$ cat src/hdl/lsc_pkg.sv
/*
 Package for the LED sink configuration register pair: offsets, fields,
 reset values, unlock codes and decoded types.
 Assumes a byte-wide register port with byte offsets.
*/
// How it works
// - Display string open/short fault reporting allowed only when setup bit 7 is set.
// - Setup bits 6:4 pick full-scale current code, 25 mA up to 150 mA.
// - Grouping codes 0-3 run four to one separate phase-shifted strings.
// - Codes 4, 5, 6 tie sinks in pairs, all four, or 1+2.
// - Grouping code 7 puts every sink in cluster mode.
// - Setup bit 0 enables hybrid PWM and current dimming.
// - Fault register bit 7 enables cluster string open/short faults.
// - Fault bits 6:5 set comparator gap 1000, 750, 500, 250 mV.
// - Fault bits 4:3 select short threshold: 3.6, 3.6, 6.9, 10.6 V.
// - Fault bits 2:0 set headroom, inversely ordered, 111 smallest.
// - External resistor enable ignores the scale code; otherwise the code applies.
package lsc_pkg;
    // -----------------------------------------------------------------
    // Register map
    // -----------------------------------------------------------------
    localparam logic [7:0] LSC_UNLOCK_OFS = 8'h1A;
    localparam logic [7:0] LSC_CTRL_OFS = 8'h1B;
    localparam logic [7:0] LSC_STATUS_OFS = 8'h1C;
    localparam logic [7:0] LSC_SETUP_OFS = 8'h63;
    localparam logic [7:0] LSC_FAULT_OFS = 8'h64;
    localparam logic [7:0] LSC_SETUP_RST = 8'h00;
    localparam logic [7:0] LSC_FAULT_RST = 8'h00;
    localparam logic [7:0] LSC_UNLOCK_CODE0 = 8'h08;
    localparam logic [7:0] LSC_UNLOCK_CODE1 = 8'hBA;
    localparam logic [7:0] LSC_UNLOCK_CODE2 = 8'hEF;
    // -----------------------------------------------------------------
    // Field positions
    // -----------------------------------------------------------------
    localparam int LSC_DISP_FAULT_BIT = 7;
    localparam int LSC_SCALE_LSB = 4;
    localparam int LSC_GROUP_LSB = 1;
    localparam int LSC_HYBRID_BIT = 0;
    localparam int LSC_CL_FAULT_BIT = 7;
    localparam int LSC_GAP_LSB = 5;
    localparam int LSC_THR_LSB = 3;
    localparam int LSC_HEAD_LSB = 0;
    localparam int LSC_EXTRES_BIT = 0;

    typedef enum logic [1:0] {
        LSC_LK_LOCKED = 2'b00,
        LSC_LK_GOT1 = 2'b01,
        LSC_LK_GOT2 = 2'b10,
        LSC_LK_OPEN = 2'b11
    } lsc_lock_t;

    typedef struct packed {
        logic [7:0] addr;
        logic [7:0] wdata;
        logic wr;
        logic rd;
    } lsc_bus_t;

    typedef struct packed {
        logic display_fault_enable;
        logic cluster_fault_enable;
        logic hybrid_dimming;
        logic [2:0] full_scale_current_code;
        logic use_external_resistor;
        logic [15:0] scale_ma;
        logic [3:0] sink_group_mask;
        logic [3:0] sink_cluster_mask;
        logic [1:0] phase_step;
        logic [10:0] comparator_gap_mv;
        logic [6:0] short_threshold_dv;
        logic [9:0] headroom_mv;
    } lsc_cfg_t;
endpackage : lsc_pkg

$ cat src/hdl/lsc_config_regs.sv
/*
 Configuration register pair for a four-sink LED driver, with unlock gate
 and decoded settings for the analog and PWM logic.
 Assumes a one-cycle strobe master on clock_in and synchronous reset.
*/
`timescale 1ns/1ps
module lsc_config_regs
(
    input wire logic clock_in,
    input wire logic rst_in,
    input wire lsc_pkg::lsc_bus_t bus_in,
    output logic [7:0] rdata_out,
    output logic unlocked_out,
    output lsc_pkg::lsc_cfg_t cfg_out
);
    import lsc_pkg::*;

    logic [7:0] setup_reg;
    logic [7:0] fault_reg;
    logic extres_reg;
    lsc_lock_t lock_reg;
    lsc_lock_t lock_next;
    logic wr_setup;
    logic wr_fault;
    logic wr_unlock;
    lsc_cfg_t cfg_next;

    // -----------------------------------------------------------------
    // Unlock sequence
    // -----------------------------------------------------------------
    assign wr_unlock = bus_in.wr && (bus_in.addr == LSC_UNLOCK_OFS);

    always_comb
    begin
        lock_next = lock_reg;
        if (wr_unlock)
        begin
            case (lock_reg)
                LSC_LK_LOCKED: lock_next = (bus_in.wdata == LSC_UNLOCK_CODE0) ? LSC_LK_GOT1 : LSC_LK_LOCKED;
                LSC_LK_GOT1: lock_next = (bus_in.wdata == LSC_UNLOCK_CODE1) ? LSC_LK_GOT2 : LSC_LK_LOCKED;
                LSC_LK_GOT2: lock_next = (bus_in.wdata == LSC_UNLOCK_CODE2) ? LSC_LK_OPEN : LSC_LK_LOCKED;
                LSC_LK_OPEN: lock_next = LSC_LK_LOCKED;
                default: lock_next = LSC_LK_LOCKED;
            endcase
        end
    end

    always_ff @(posedge clock_in)
    begin
        if (rst_in)
            lock_reg <= LSC_LK_LOCKED;
        else
            lock_reg <= lock_next;
    end

    // -----------------------------------------------------------------
    // Stored fields
    // -----------------------------------------------------------------
    assign wr_setup = bus_in.wr && (bus_in.addr == LSC_SETUP_OFS) && (lock_reg == LSC_LK_OPEN);
    assign wr_fault = bus_in.wr && (bus_in.addr == LSC_FAULT_OFS) && (lock_reg == LSC_LK_OPEN);

    always_ff @(posedge clock_in)
    begin
        if (rst_in)
            setup_reg <= LSC_SETUP_RST;
        else if (wr_setup)
            setup_reg <= bus_in.wdata;
    end

    always_ff @(posedge clock_in)
    begin
        if (rst_in)
            fault_reg <= LSC_FAULT_RST;
        else if (wr_fault)
            fault_reg <= bus_in.wdata;
    end

    always_ff @(posedge clock_in)
    begin
        if (rst_in)
            extres_reg <= 1'b0;
        else if (bus_in.wr && (bus_in.addr == LSC_CTRL_OFS) && (lock_reg == LSC_LK_OPEN))
            extres_reg <= bus_in.wdata[LSC_EXTRES_BIT];
    end

    // -----------------------------------------------------------------
    // Read port
    // -----------------------------------------------------------------
    always_ff @(posedge clock_in)
    begin
        if (rst_in)
            rdata_out <= 8'h00;
        else if (bus_in.rd)
        begin
            case (bus_in.addr)
                LSC_SETUP_OFS: rdata_out <= setup_reg;
                LSC_FAULT_OFS: rdata_out <= fault_reg;
                LSC_CTRL_OFS: rdata_out <= {7'h00, extres_reg};
                LSC_STATUS_OFS: rdata_out <= {6'h00, lock_reg};
                default: rdata_out <= 8'h00;
            endcase
        end
        else
            rdata_out <= 8'h00;
    end

    // -----------------------------------------------------------------
    // Decode of settings
    // -----------------------------------------------------------------
    always_comb
    begin
        cfg_next = '0;
        cfg_next.display_fault_enable = setup_reg[LSC_DISP_FAULT_BIT];
        cfg_next.hybrid_dimming = setup_reg[LSC_HYBRID_BIT];
        cfg_next.cluster_fault_enable = fault_reg[LSC_CL_FAULT_BIT];
        cfg_next.full_scale_current_code = setup_reg[LSC_SCALE_LSB +: 3];
        cfg_next.use_external_resistor = extres_reg;
        if (extres_reg)
            cfg_next.scale_ma = 16'h0000;
        else
        begin
            case (setup_reg[LSC_SCALE_LSB +: 3])
                3'h0: cfg_next.scale_ma = 16'd25;
                3'h1: cfg_next.scale_ma = 16'd30;
                3'h2: cfg_next.scale_ma = 16'd50;
                3'h3: cfg_next.scale_ma = 16'd60;
                3'h4: cfg_next.scale_ma = 16'd80;
                3'h5: cfg_next.scale_ma = 16'd100;
                3'h6: cfg_next.scale_ma = 16'd120;
                default: cfg_next.scale_ma = 16'd150;
            endcase
        end
        // Group mask: sinks driven as display strings; rest go to cluster
        case (setup_reg[LSC_GROUP_LSB +: 3])
            3'h0:
            begin
                cfg_next.sink_group_mask = 4'hF;
                cfg_next.phase_step = 2'd1;
            end
            3'h1:
            begin
                cfg_next.sink_group_mask = 4'h7;
                cfg_next.phase_step = 2'd2;
            end
            3'h2:
            begin
                cfg_next.sink_group_mask = 4'h3;
                cfg_next.phase_step = 2'd3;
            end
            3'h3:
            begin
                cfg_next.sink_group_mask = 4'h1;
                cfg_next.phase_step = 2'd0;
            end
            3'h4:
            begin
                cfg_next.sink_group_mask = 4'hF;
                cfg_next.phase_step = 2'd3;
            end
            3'h5:
            begin
                cfg_next.sink_group_mask = 4'hF;
                cfg_next.phase_step = 2'd0;
            end
            3'h6:
            begin
                cfg_next.sink_group_mask = 4'h3;
                cfg_next.phase_step = 2'd0;
            end
            default:
            begin
                cfg_next.sink_group_mask = 4'h0;
                cfg_next.phase_step = 2'd0;
            end
        endcase
        cfg_next.sink_cluster_mask = ~cfg_next.sink_group_mask;
        case (fault_reg[LSC_GAP_LSB +: 2])
            2'h0: cfg_next.comparator_gap_mv = 11'd1000;
            2'h1: cfg_next.comparator_gap_mv = 11'd750;
            2'h2: cfg_next.comparator_gap_mv = 11'd500;
            default: cfg_next.comparator_gap_mv = 11'd250;
        endcase
        case (fault_reg[LSC_THR_LSB +: 2])
            2'h2: cfg_next.short_threshold_dv = 7'd69;
            2'h3: cfg_next.short_threshold_dv = 7'd106;
            default: cfg_next.short_threshold_dv = 7'd36;
        endcase
        case (fault_reg[LSC_HEAD_LSB +: 3])
            3'h7: cfg_next.headroom_mv = 10'd50;
            3'h6: cfg_next.headroom_mv = 10'd175;
            3'h5: cfg_next.headroom_mv = 10'd300;
            3'h4: cfg_next.headroom_mv = 10'd450;
            3'h3: cfg_next.headroom_mv = 10'd575;
            3'h2: cfg_next.headroom_mv = 10'd700;
            3'h1: cfg_next.headroom_mv = 10'd875;
            default: cfg_next.headroom_mv = 10'd1000;
        endcase
    end

    always_ff @(posedge clock_in)
    begin
        if (rst_in)
        begin
            cfg_out <= '0;
            unlocked_out <= 1'b0;
        end
        else
        begin
            cfg_out <= cfg_next;
            unlocked_out <= (lock_next == LSC_LK_OPEN);
        end
    end
endmodule // lsc_config_regs

$ cat config.mk
export PLATFORM = sky130hd
export DESIGN_NAME = lsc_config_regs
export DESIGN_NICKNAME = d
export VERILOG_FILES = /design/src/hdl/lsc_pkg.sv /design/src/hdl/lsc_config_regs.sv
export SDC_FILE = /design/constraint.sdc
export NUM_CORES = 1
export LEC_CHECK = 0
export ABC_AREA = 1
export BUFFER_PORTS_ARGS = -buffer_cell sky130_fd_sc_hd__buf_2
export CAP_MARGIN = 15
export CORE_UTILIZATION = 48
export DETAILED_ROUTE_END_ITERATION = 10
export PLACE_DENSITY = 0.75
export SETUP_SLACK_MARGIN = 0.05
export SYNTH_ARGS = -nofsm -noshare
export SYNTH_HDL_FRONTEND = slang
export SYNTH_SLANG_ARGS = --single-unit
$ cat constraint.sdc
create_clock -name clock_in -period 1.6 [get_ports clock_in]
set_clock_uncertainty 0.2 [all_clocks]
set_input_delay 0.32 -clock clock_in [delete_from_list [all_inputs] [get_ports clock_in]]
set_output_delay 0.32 -clock clock_in [all_outputs]
set_load 0.02 [all_outputs]
## Word level (Yosys, flattened, before mapping)

Index checks and enable logic that the tools add are counted.
Widths: inputs -> output; s select.

| operators by class | value |
|---|---|
| muxes and demuxes | 12 |
| equality and inequality tests | 35 |
| bitwise logic cells | 2 |
| reduce and logical (&&, ||, !) cells | 16 |

Operators with widths:

| kind | count |
|---|---|
| $pmux 10 s7 | 1 |
| $pmux 8 s7 | 1 |
| $pmux 8 s4 | 1 |
| $eq 3x3->1 const B | 10 |
| $pmux 10 s3 | 1 |
| $eq 8x5->1 const B | 3 |
| $eq 3x2->1 const B | 6 |
| $eq 8x7->1 const B | 2 |
| $eq 8x8->1 const B | 2 |
| $pmux 4 s4 | 1 |
| $pmux 7 s2 | 1 |
| $eq 2x2->1 const B | 6 |
| $eq 3x1->1 const B | 3 |
| $eq 8x4->1 const B | 1 |
| $pmux 2 s4 | 1 |
| $reduce_or 2->1 | 4 |
| $logic_and 1x1->1 | 7 |
| $logic_not 3->1 | 2 |
| $mux 2 | 3 |
| $pmux 2 s3 | 1 |
| $eq 2x1->1 const B | 2 |
| $logic_not 2->1 | 2 |
| $not 4->4 | 1 |
| $reduce_or 3->1 | 1 |
| other kinds (2) | 2 |

| storage, ports and cells | value |
|---|---|
| word-level logic and storage cells | 83 |
| output and inout bits | 70 |
| bits of input ports | 20 |
| register bits | 89 |

## Logic depth before layout (Yosys ltp)

| depth | value |
|---|---|
| word-level depth | 5 |
| mapped depth | 10 |
| mapped depth without buffers | 9 |

## Least setup slack after synthesis

Ideal clock, no wire load.

| timing | value |
|---|---|
| path type | input port to flip-flop |
| start point | in bus_in[14] (netlist name) |
| end point | reg setup_reg[0] |
| library setup time | 0.113 ns |
| arrival | 1.104 ns |
| path buffers | 1 |
| path slack | 0.184 ns |
| data required time | 1.287 ns |
| stages | 7 |
| path through | nor2_4 nand3_4 nor2_4 nand2_4 buf_6 nor2_1 nor2_1 |

| on the way | value |
|---|---|
| longest elaborated chain between the ends | 3 |

Ends and longest elaborated chain:

| what | line | text |
|---|---|---|
| start, declared | lsc_config_regs.sv:11 | `input wire lsc_pkg::lsc_bus_t bus_in,` |
| $eq 8x7->1 | lsc_config_regs.sv:59 | `assign wr_setup = bus_in.wr && (bus_in.addr == LSC_SETUP_OFS) && (lock_reg == LSC_LK_OPEN);` |
| $logic_and 1x1->1 (2 in series) | lsc_config_regs.sv:59 |  |
| end signal, assigned | lsc_config_regs.sv:67 | `setup_reg <= bus_in.wdata;` |
| end, declared | lsc_config_regs.sv:18 | `logic [7:0] setup_reg;` |

Every way passes these cells.
A chain may end at the register's enable or synchronous reset.

## Final worst setup path

| timing | value |
|---|---|
| start point | reg cfg_out[24] (netlist name) |
| end point | out cfg_out[24] (netlist name) |

RTL lines:

| what | line | text |
|---|---|---|
| start, declared | lsc_config_regs.sv:14 | `output lsc_pkg::lsc_cfg_t cfg_out` |
| start signal, assigned | lsc_config_regs.sv:209 | `cfg_out <= cfg_next;` |

No word-level cell between the ends.

==> results.json <==
{
  "status": "completed",
  "slew_violations": 0,
  "r2r-start": "lock_reg[1]",
  "critPathTopFamily": "flip-flops",
  "setup_viol": 0,
  "start_util_pct": 49.8,
  "grt_antenna_before_repair": 0,
  "yosys_warnings": 0,
  "cp_max_fo": 3,
  "cts_inserted_buffers": 9,
  "cts.clk_slew.worst_paths_ns": 0.08,
  "crit_arrival_ns": 0.87,
  "rsz0062_at_grt": "false",
  "worstSetupPathType": "flop to primary output",
  "grt_max_degree": 28,
  "vias": 2484,
  "min_path_type": "primary input to flop",
  "drt_pass1_iterations": 4,
  "num_rows": 28,
  "synth_most_common_cell": "nand2_1",
  "cap_violations": 0,
  "h-tree-depth": 3,
  "reg2reg_depth": 6,
  "fin_tns_setup_ns": 0,
  "cts-root-buf": "clkbuf_8",
  "synth_common_cells": "nand2_1 (81), nor2_1 (80), dfxtp_1 (75)",
  "hold_viol": 0,
  "die_h_um": 80.1,
  "end_kind": "primary output",
  "n_antenna_cell": 0,
  "syn_area_um2": 2930,
  "die_w_um": 80.1,
  "synth.avg_cell_area_um2": 7.69,
  "grt_pass1_wl_um": 9960,
  "grt_usage_pct": 20.8,
  "power.density_nw_per_um2": 1030,
  "cpPeakStageDelay_ns": 0.35,
  "cts_num_sinks": 75,
  "post-route-period-util_pct": 86.6,
  "die_area_um2": 6420,
  "p_leak_nw": 1.89,
  "numPortBuffers": 78,
  "fill_cells": 565,
  "yosysSeqAreaShare_pct": 51.3,
  "wl_um": 6170,
  "ys_async_sr_fraction_pct": 0,
  "netlist_instances": 381,
  "crit_slowest_cell": "dfxtp_1",
  "drt-initial-drc-count": 145,
  "grt_pass1_vias": 2283,
  "synth_cell_types": 28,
  "netlist.area_leader.share_pct": 51.3,
  "irDropWorstVdd_v": 0.000644,
  "synth_edf_count": 0,
  "gp_congestion": 0.870,
  "synth-seq-cells": 75,
  "postCtsHoldBufs": 0,
  "drc_errors": 0,
  "worstHoldPathCells": 3,
  "critPathLaunchType": "flop",
  "wire_per_inst_um": 11.4,
  "synth.area.top_cells": "dfxtp_1 (51%), nand2_1 (10%), nor2_1 (10%)",
  "synth_area_leader_cell": "dfxtp_1",
  "ant_nets": 0,
  "multi_input_area_um2": 1130,
  "total_power_mw": 3.63,
  "hold_path_startpoint": "bus_in[5]",
  "layout-drive-gt1-share_pct": 24.0,
  "area_delta_synth_final_pct": 20.9,
  "top_register": "cfg_out",
  "ios": 90,
  "cts_tree": "built",
  "crit_start": "cfg_out[24]",
  "via_per_inst": 4.59,
  "cp.buffers_inverters": 1,
  "gr-total-overflow": 0,
  "cp.required_ns": 1.08,
  "crit_cells": 1,
  "core-area_um2": 5890,
  "fin_nets": 486,
  "crit_chain": "buf_2",
  "clk_latency_ns": 0.35,
  "largest_reg_flops": 47,
  "clk_path_buf_depth": 2,
  "dp_hpwl_um": 4510,
  "regArea_um2": 1500,
  "ys_dominant_reg_cell": "dfxtp_1",
  "period_minus_slack_ns": 1.39,
  "clock.fmax_mhz": 721
}
[power breakdown]
group	internal [mW]	leakage [nW]	switching, mW	total [mW]
Sequential	1.89	0.611	0.00584	1.90
Combinational	0.0660	1.18	0.161	0.227
Clock	0.773	0.0955	0.734	1.51
Total	2.73	1.89	0.901	3.63
[layer usage]
layer	up-vias	global-route usage (%)	share of wire [%]	routed length (um)
met5	-	0	0	0
met4	0	11.4	2.3	143
met3	15	5.34	5.9	363
met2	83	33.8	48	2940
met1	1088	25.0	44	2730
li1	1298	-	-	-
[repair_timing]
action	in CTS	in global routing
setup buffers	0	0
resized for setup	0	1
endpoints found under the setup margin	0	1
[per-stage QoR]
stage / util [%] / hold WS (ns) / instances / cell area (um^2) / worst slack (ns)
after global placement: 56.6 / 0.242 / 525 / 3330 / 0.0419
after floorplan: - / 0.225 / 391 / 2970 / 0.184
after detailed placement: 56.6 / 0.253 / 525 / 3330 / 0.00389
after CTS: 60.1 / 0.0498 / 541 / 3540 / 0.183
final: 60.2 / 0.0627 / 541 / 3540 / 0.214
after global routing: 60.2 / 0.0779 / 541 / 3540 / 0.151
[worst paths after layout]
kind / endpoint / slack (ns)
worst max-delay path: cfg_out[24] / 0.21
worst min-delay path: fault_reg[3] / 0.06
worst max register to register: setup_reg[2] / 0.24
worst min register to register: cfg_out[59] / 0.26
[cells in the final DEF, fill, tap and decap left out, types with 2 or more instances in the layout]
cell / n
a21oi_1: 20
buf_2: 78
buf_4: 3
clkbuf_8: 10
clkinvlp_4: 3
conb_1: 11
dfxtp_1: 75
ha_1: 5
inv_1: 46
inv_2: 2
inv_6: 2
nand2_1: 81
nand2_2: 4
nand2_4: 2
nand3_1: 17
nor2_1: 80
nor2_4: 3
nor3_1: 10
nor4_1: 2
o21ai_0: 2
[logic make-up after synthesis]
kind of cell	share of synthesized area [%]
AO/OA/AOI/OAI	4.49
adder cells (fa/ha/maj)	2.14
buffers and inverters	11.7
flip-flops	51.3
other	0.128
AND/OR/NAND/NOR	30.2
[cell type report]
type / instances / share of cell area, %
clock buffers: 10 / 3.89
clock inverters: 6 / 1.98
flip-flops and latches: 75 / 42.4
repair buffers: 82 / 12.2
inverters: 48 / 5.09
multi-input cells: 245 / 31.8
well taps: 75 / 2.65
Power figures use the tool's default switching activity.
